<file path="src/hw/wti_regs.vh">
`ifndef WTI_REGS_VH
`define WTI_REGS_VH
// Prescaler, watch counter and clock divider widths
`define WTI_PRE_W 11
`define WTI_CNT_W 5
`define WTI_DIV128_W 7
// Watch interval codes
`define WTI_WSEL_2P14 2'h0
`define WTI_WSEL_2P13 2'h1
`define WTI_WSEL_2P5 2'h2
`define WTI_WSEL_2P4 2'h3
// Prescaler bit whose carry clocks the 5-bit counter (2^9 stage)
`define WTI_PRE_CARRY_BIT 8
`define WTI_PRE_RESET 11'h000
`define WTI_CNT_RESET 5'h00
// Last state of the peripheral clock divider before it wraps
`define WTI_DIV128_LAST 7'h7f
// Prescaler bits whose rising edge marks each interval tick period
`define WTI_TICK_BIT_2P4 3
`define WTI_TICK_BIT_2P5 4
`define WTI_TICK_BIT_2P6 5
`define WTI_TICK_BIT_2P7 6
`define WTI_TICK_BIT_2P8 7
`define WTI_TICK_BIT_2P9 8
`define WTI_TICK_BIT_2P10 9
`define WTI_TICK_BIT_2P11 10
// Watch counter values that end a long watch period
`define WTI_CNT_LAST 5'h1f
`define WTI_CNT_LO_LAST 4'hf
`endif

</file>
<file path="src/hw/wti_watch_timer.v">
`timescale 1ns/1ps
`include "wti_regs.vh"
module wti_watch_timer (
  input wire mclk,
  input wire reset_n,
  input wire ce,
  input wire prescaler_run_bit,
  input wire counter_run_bit,
  input wire watch_period_sel_lo,
  input wire watch_period_sel_hi,
  input wire tick_period_sel_0,
  input wire tick_period_sel_1,
  input wire tick_period_sel_2,
  input wire source_clock_sel,
  input wire subsys_clk_in,
  output reg watch_overflow_irq,
  output reg interval_tick_irq,
  output reg [4:0] watch_count,
  output reg [10:0] prescaler_count
);
  localparam ST_STOP = 2'h0;
  localparam ST_TICK = 2'h1;
  localparam ST_WATCH = 2'h2;

  wire sub_level;
  reg sub_prev;
  reg [6:0] div128;
  reg src_tick;
  reg next_src_tick;
  reg [1:0] state;
  reg [1:0] next_state;
  wire [1:0] wsel;
  wire [2:0] tsel;
  wire [10:0] next_pre;
  wire [10:0] pre_rise;
  wire [4:0] next_cnt;
  reg pre_edge;
  reg cnt_edge;
  reg watch_hit;
  reg pre_run;
  reg cnt_run;

  // Subsystem clock is slow and foreign, so it is sampled rather than used as a clock
  wti_sync3 u_sub_sync (
    .mclk(mclk),
    .reset_n(reset_n),
    .ce(ce),
    .din(subsys_clk_in),
    .dout(sub_level)
  );

  assign wsel = {watch_period_sel_hi, watch_period_sel_lo};
  assign tsel = {tick_period_sel_2, tick_period_sel_1, tick_period_sel_0};
  assign next_pre = prescaler_count + 11'h001;
  // Bits that go from zero to one on the next prescaler step
  assign pre_rise = next_pre & ~prescaler_count;
  assign next_cnt = watch_count + 5'h01;

  always @* begin
    next_state = ST_STOP;
    case ({prescaler_run_bit, counter_run_bit})
      2'b11: begin
        next_state = ST_WATCH;
      end
      2'b10: begin
        next_state = ST_TICK;
      end
      default: begin
        next_state = ST_STOP;
      end
    endcase
  end

  always @(posedge mclk or negedge reset_n) begin
    if (!reset_n) begin
      state <= ST_STOP;
    end else if (ce) begin
      state <= next_state;
    end
  end

  // Source clock enable: one mclk pulse per watch_source_freq period
  always @* begin
    next_src_tick = 1'b0;
    if (source_clock_sel) begin
      next_src_tick = sub_level & ~sub_prev;
    end else begin
      next_src_tick = (div128 == `WTI_DIV128_LAST);
    end
  end

  always @(posedge mclk or negedge reset_n) begin
    if (!reset_n) begin
      sub_prev <= 1'b0;
      div128 <= 7'h00;
      src_tick <= 1'b0;
    end else if (ce) begin
      sub_prev <= sub_level;
      div128 <= div128 + 7'h01;
      src_tick <= next_src_tick;
    end
  end

  // Which stages advance on this source tick
  always @* begin
    pre_run = 1'b0;
    cnt_run = 1'b0;
    case (state)
      ST_TICK: begin
        pre_run = src_tick;
      end
      ST_WATCH: begin
        pre_run = src_tick;
        cnt_run = src_tick;
      end
      default: begin
        pre_run = 1'b0;
      end
    endcase
  end

  // Rising edge of the chosen prescaler bit when it increments
  always @* begin
    pre_edge = 1'b0;
    case (tsel)
      3'h0: begin
        pre_edge = pre_rise[`WTI_TICK_BIT_2P4];
      end
      3'h1: begin
        pre_edge = pre_rise[`WTI_TICK_BIT_2P5];
      end
      3'h2: begin
        pre_edge = pre_rise[`WTI_TICK_BIT_2P6];
      end
      3'h3: begin
        pre_edge = pre_rise[`WTI_TICK_BIT_2P7];
      end
      3'h4: begin
        pre_edge = pre_rise[`WTI_TICK_BIT_2P8];
      end
      3'h5: begin
        pre_edge = pre_rise[`WTI_TICK_BIT_2P9];
      end
      3'h6: begin
        pre_edge = pre_rise[`WTI_TICK_BIT_2P10];
      end
      default: begin
        pre_edge = pre_rise[`WTI_TICK_BIT_2P11];
      end
    endcase
  end

  // Long watch periods come from the 5-bit counter, short ones straight from the prescaler
  always @* begin
    cnt_edge = pre_rise[`WTI_PRE_CARRY_BIT];
    watch_hit = 1'b0;
    case (wsel)
      `WTI_WSEL_2P14: begin
        watch_hit = cnt_edge & (watch_count == `WTI_CNT_LAST);
      end
      `WTI_WSEL_2P13: begin
        watch_hit = cnt_edge & (watch_count[3:0] == `WTI_CNT_LO_LAST);
      end
      `WTI_WSEL_2P5: begin
        watch_hit = pre_rise[`WTI_TICK_BIT_2P5];
      end
      `WTI_WSEL_2P4: begin
        watch_hit = pre_rise[`WTI_TICK_BIT_2P4];
      end
      default: begin
        watch_hit = 1'b0;
      end
    endcase
  end

  // Prescaler keeps its value when stopped; a restart resumes its phase
  always @(posedge mclk or negedge reset_n) begin
    if (!reset_n) begin
      prescaler_count <= `WTI_PRE_RESET;
    end else if (ce) begin
      if (pre_run) begin
        prescaler_count <= next_pre;
      end
    end
  end

  always @(posedge mclk or negedge reset_n) begin
    if (!reset_n) begin
      watch_count <= `WTI_CNT_RESET;
    end else if (ce) begin
      case (state)
        ST_STOP: begin
          watch_count <= `WTI_CNT_RESET;
        end
        ST_TICK: begin
          // Only the counter is zeroed, so the first long overflow may come early
          watch_count <= `WTI_CNT_RESET;
        end
        ST_WATCH: begin
          if (cnt_run && cnt_edge) begin
            watch_count <= next_cnt;
          end
        end
        default: begin
          watch_count <= `WTI_CNT_RESET;
        end
      endcase
    end
  end

  always @(posedge mclk or negedge reset_n) begin
    if (!reset_n) begin
      watch_overflow_irq <= 1'b0;
      interval_tick_irq <= 1'b0;
    end else if (ce) begin
      interval_tick_irq <= pre_run & pre_edge;
      watch_overflow_irq <= cnt_run & watch_hit;
    end
  end
endmodule // wti_watch_timer

</file>
<file path="src/hw/wti_sync3.v">
`timescale 1ns/1ps
// Three-stage synchroniser; a change is taken once stages two and three agree
module wti_sync3 (
  input wire mclk,
  input wire reset_n,
  input wire ce,
  input wire din,
  output reg dout
);
  reg s1;
  reg s2;
  reg s3;
  always @(posedge mclk or negedge reset_n) begin
    if (!reset_n) begin
      s1 <= 1'b0;
      s2 <= 1'b0;
      s3 <= 1'b0;
      dout <= 1'b0;
    end else if (ce) begin
      s1 <= din;
      s2 <= s1;
      s3 <= s2;
      if (s2 == s3) begin
        dout <= s3;
      end
    end
  end
endmodule // wti_sync3

</file>
<file path="config.mk">
export PLATFORM = sky130hd
export DESIGN_NAME = wti_watch_timer
export DESIGN_NICKNAME = d
export VERILOG_FILES = /design/src/hw/wti_watch_timer.v /design/src/hw/wti_sync3.v
export VERILOG_INCLUDE_DIRS = /design/src /design/src/hw
export SDC_FILE = /design/constraint.sdc
export NUM_CORES = 1
export LEC_CHECK = 0
export ABC_AREA = 0
export BUFFER_PORTS_ARGS = -buffer_cell sky130_fd_sc_hd__buf_4
export CAP_MARGIN = 40
export CORE_AREA = 2 2 68 70
export CTS_BUF_LIST = sky130_fd_sc_hd__clkbuf_4 sky130_fd_sc_hd__clkbuf_8
export DETAILED_ROUTE_END_ITERATION = 16
export DIE_AREA = 0 0 70 72
export PLACE_DENSITY = 0.6
export SLEW_MARGIN = 20
export SYNTH_ARGS = -nofsm -noshare
export SYNTH_HDL_FRONTEND = slang
export SYNTH_SLANG_ARGS = --single-unit
</file>
<file path="constraint.sdc">
create_clock -name mclk -period 2.1 [get_ports mclk]
set_input_delay 0.105 -clock mclk [delete_from_list [all_inputs] [get_ports mclk]]
set_output_delay 0.105 -clock mclk [all_outputs]
set_load 0.02 [all_outputs]
</file>
Word level (Yosys, flattened, before mapping)
Cells that the tools add are included.
Widths: inputs -> output; s select.
{ "totals": {"reg_bits": 33, "in_bits": 12, "output_inout_bits": 18, "elab_cells": 56} }
{ "op_classes": {"add_sub_neg": 3, "eq_ne": 18, "mux": 8, "bitwise": 8, "n_reduce_logical": 7} }
{ "op_table": {"columns": ["operator", "n"], "rows": [
  ["$add 11x1->11 const B", 1],
  ["$and 11x11->11", 1],
  ["$not 11->11", 1],
  ["$eq 2x2->1 const B", 5],
  ["$mux 5", 2],
  ["$eq 3x3->1 const B", 3],
  ["$add 7x1->7 const B", 1],
  ["$eq 7x7->1 const B", 1],
  ["$pmux 1 s7", 1],
  ["$eq 3x2->1 const B", 2],
  ["$reduce_and 2->1", 3],
  ["$add 5x1->5 const B", 1],
  ["$and 1x1->1", 5],
  ["$eq 5x5->1 const B", 1],
  ["$eq 2x1->1 const B", 2],
  ["$eq 4x4->1 const B", 1],
  ["$pmux 1 s4", 1],
  ["$pmux 2 s2", 1],
  ["$eq 3x1->1 const B", 1],
  ["$logic_not 3->1", 1],
  ["$mux 1", 3],
  ["$logic_not 2->1", 1],
  ["$ne 2x2->1 const B", 1],
  ["$reduce_or 2->1", 1],
  ["other kinds (3)", 3]
]} }

Logic depth before layout (Yosys ltp)
{ "depth": {"word_depth": 5, "depth_mapped": 9, "mapped_depth_nobuf": 9} }

Cells and area by module
A second synthesis with hierarchy kept.
{ "unflattened": {"hier_cells": 164, "hier_area_um2": 1692.9} }
{ "by_module_without_submodules": {"columns": ["mod", "instances", "cells_each", "area_per_inst_um2", "seq_area_each_um2"], "rows": [
  ["wti_watch_timer", 1, 154, 1536.5, 725.7],
  ["wti_sync3", 1, 10, 156.4, 100.1]
]} }

Worst setup path after synthesis
Ideal clock, no wire load.
{ "synth_timing": {"path_type": "reg2reg", "start": "register prescaler_count[0]", "end": "register watch_count[3]", "setup_ns": 0.083, "arrival_ns": 1.901, "setup_slack_ns": 0.117, "stages_incl_launch_ff": 10, "n_path_buf": 0, "period_less_slack_ns": 1.983, "path_cell_list": "dfrtp_1 -> ha_1 -> nand3_1 -> inv_1 -> and3_1 -> ha_1 -> nand2_2 -> or2_0 -> or3_1 -> o21ai_0"} }
{ "synth_between": {"elab_chain_cells": 5} }
{ "synth_lines": {"columns": ["item", "line", "source"], "rows": [
  ["start, declared", "wti_watch_timer.v:19", "output reg [10:0] prescaler_count"],
  ["start signal, assigned", "wti_watch_timer.v:179", "prescaler_count <= `WTI_PRE_RESET;"],
  ["start signal, assigned", "wti_watch_timer.v:182", "prescaler_count <= next_pre;"],
  ["$add 11x1->11", "wti_watch_timer.v:54", "assign next_pre = prescaler_count + 11'h001;"],
  ["$and 11x11->11", "wti_watch_timer.v:56", "assign pre_rise = next_pre & ~prescaler_count;"],
  ["$logic_and 1x1->1", "wti_watch_timer.v:200", "if (cnt_run && cnt_edge) begin"],
  ["$ne 2x2->1 (no line)", null, null],
  ["$reduce_and 2->1 (no line)", null, null],
  ["end signal, assigned", "wti_watch_timer.v:197", "watch_count <= `WTI_CNT_RESET;"],
  ["end signal, assigned", "wti_watch_timer.v:201", "watch_count <= next_cnt;"],
  ["end signal, assigned", "wti_watch_timer.v:205", "watch_count <= `WTI_CNT_RESET;"],
  ["end, declared", "wti_watch_timer.v:18", "output reg [4:0] watch_count,"]
]} }
No other way between the ends.
A chain may end at the register's enable or synchronous reset.

Final worst setup path
Ends and elaborated chain as after synthesis.

==> reports/results.ini <==
[status]
status = finished clean

[worst_hold_path]
hold_path_depth = 3
hold_start = prescaler_run_bit
min_to = state[1]$_DFFE_PN0P_
hold_path.class = input port to flip-flop

[worst_setup_path]
cp-end-kind = flip-flop
path_buf_inv = 1
reg2reg_depth = 9
path_delay_family = simple AND/OR/NAND/NOR gates
cp.required_ns = 2.30
cp-start-kind = flip-flop
critPathLaunch = prescaler_count[0]$_DFFE_PN0P_
arrival_ns = 2.18
rrSetupSlack_ns = 0.12
r2r-end = watch_count[3]$_DFFE_PN0P_
path_cells = ha_1 > nand3_1 > inv_1 > and3_4 > ha_4 > nand2_2 > or2_0 > or3_1 > o21ai_0
crit_slowest_cell = dfrtp_1
timing.rr.start = prescaler_count[0]$_DFFE_PN0P_
crit_type = flip-flop to flip-flop
max_stage_delay_ns = 0.40
crit_path_max_fanout = 6

[floorplanning]
die_w_um = 70
die_h_um = 72
ios = 30
start_util = 0.3961
die_area_mm2 = 0.005040
core_mm2 = 0.004264
num_rows = 24

[layout]
drive_above_1_share = 0.2500
area_delta_synth_final_pct = 24.59
n_antenna_cell = 0
fin_util = 0.4935
final_nets = 224
fin_cells = 252
nFillCells = 406
final_area_mm2 = 0.002105

[sta]
fin_crit_ns = 1.978
max_clock_freq_ghz = 0.5055
slew_headroom = 0.7231
finalHoldViolations = 0
tns_ns = 0
setup_violations = 0
tightest_slew_ns = 0.4154
finalCritPeriodShare = 0.9420
fin_skew_ns = 0.004750
final_max_slew_viol_count = 0

[clock_network]
cts_root_buf = clkbuf_8
clock_latency_ns = 0.28
clk_path_buf_depth = 2
numCtsBuffers = 5
clk_pin_slew_ns = 0.07
cts_sinks = 33
htreeDepth = 2
cts_tree = yes

[logic_synthesis]
syn_area_per_cell_um2 = 10.24
synth_cell_types = 37
syn_nets = 190
synth_top_area_share = 0.4889
synth_most_common_cell = dfrtp_1
yosys-top-cells-count = dfrtp_1, nand2_1, inv_1
syn_area_mm2 = 0.001689
ys_seq_area_frac = 0.4889
synth_ff_type = dfrtp_1
yosys_warnings = 0
synth-seq-cells = 33
ys_top_cells_by_area = dfrtp_1, ha_1, nand2_1
synth-edff-count = 0
async_reset_ff_frac = 1.000
synth_cells = 165
yosysTopAreaCell = dfrtp_1

[placed_design]
numPortBuffers = 29
dp.cells = 243
place_congestion = 0.8734
place_area_mm2 = 0.001962
hpwl_um = 2390

[detailed_routing]
drc = 0
drtPass1Iterations = 4
post_drt_wl_per_cell_um = 12.47
vias = 1252
viasPerCell = 4.968
wl_um = 3143
drt_iter0_markers = 61
ant_nets = 0

[global_routing]
grt_max_degree = 34
antenna_found_initial = 0
track_usage = 0.1414
grt_first_pass_wirelength_um = 5658
grt_pass1_vias = 1261
grt_overflow = 0

[power]
ir_drop_uv = 427.9
power_uw = 1739
power_density_mw_per_mm2 = 826.4
leakage_uw = 0.0009953

[flow_run]
cap_violations = 0

## area by class of cell
cell class	instances	area [um2]	share of cell area
Multi-Input combinational cell	111	799.5	0.3799
Inverter	17	63.81	0.03032
Clock inverter	3	46.29	0.02200
Timing Repair Buffer	31	235.2	0.1118
Tap cell	52	65.06	0.03092
Clock buffer	5	68.82	0.03270
Sequential cell	33	825.8	0.3924
## stage by stage
step                hold slack [ns]  setup slack (ns)
floorplan                   -0.1906            0.1165
global placement            0.07079            0.1595
detailed placement          0.07716           0.03626
CTS                         0.04116           0.01908
global route                0.03809          -0.02641
finish                      0.05729            0.1219
## where the power goes
part           switching (uW)  leakage, uW  internal (uW)
registers                97.7     0.000436            749
logic                     139     0.000505            155
clock network             243    0.0000543            355
## worst reg2reg max path, cell delays in order (launching register included)
cell and delay, ns:
dfrtp_1 0.40, ha_1 0.19, nand3_1 0.13, inv_1 0.11
and3_4 0.20, ha_4 0.16, nand2_2 0.06, or2_0 0.23
or3_1 0.34, o21ai_0 0.08
## state kept, by name, summed over array words and instances, names as in the netlist
register            cells
div128                  7
interval_tick_irq       1
prescaler_count        11
src_tick                1
state                   2
sub_prev                1
u_sub_sync.dout         1
u_sub_sync.s1           1
u_sub_sync.s2           1
u_sub_sync.s3           1
watch_count             5
watch_overflow_irq      1
## per-layer routing
metal / vias to the layer above / global-route usage / routed length (um)
met5: - / 0 / 0
met4: 0 / 0.05128 / 25
met3: 2 / 0.05417 / 137
met2: 25 / 0.2307 / 1532
met1: 593 / 0.1722 / 1447
li1: 632 / - / -
## logic make-up (layout without fill, tap and decap cells)
group	count (synthesis)	in the layout	synth area share
adders and majority gates	13	13	0.09630
muxes	9	9	0.06444
buffers and inverters	21	56	0.04815
xor gates and xnor gates	8	8	0.04148
DFF	33	33	0.4889
and+or+nand+nor	56	56	0.1667
AOI/OAI and AO/OA	25	25	0.09408
## worst max-delay path by stage
stage | to | depth (start not counted)
6_report | watch_count[3]$_DFFE_PN0P_ | 9
5_1_grt | watch_count[3]$_DFFE_PN0P_ | 8
4_1_cts | watch_count[3]$_DFFE_PN0P_ | 9
3_5_place_dp | watch_count[3]$_DFFE_PN0P_ | 9
3_3_place_gp | watch_count[3]$_DFFE_PN0P_ | 9
2_1_floorplan | watch_count[3]$_DFFE_PN0P_ | 9
## cell usage in the layout, fill, tap and decap left out, types with 2 or more instances in the layout
cell type and instances:
dfrtp_1 33, buf_4 30, nand2_1 23, inv_1 17, o21ai_0 12, ha_1 12
nand3_1 6, xnor2_1 6, nor2_1 5, mux2_2 5, clkbuf_8 5, nor3_1 4
and3_1 3, mux2i_1 3, a21oi_1 2, nand2b_1 2, a21o_1 2, nand3b_1 2
nand4_1 2, xor2_1 2
## what timing repair did
item                                    4_1_cts  5_1_grt
setup buffers                                 0        0
resized for setup                             0        4
hold buffers                                  1        0
hold endpoints to repair                     33        0
endpoints found under the setup margin        0        3
Note: power is estimated with default switching activity, not from simulation.
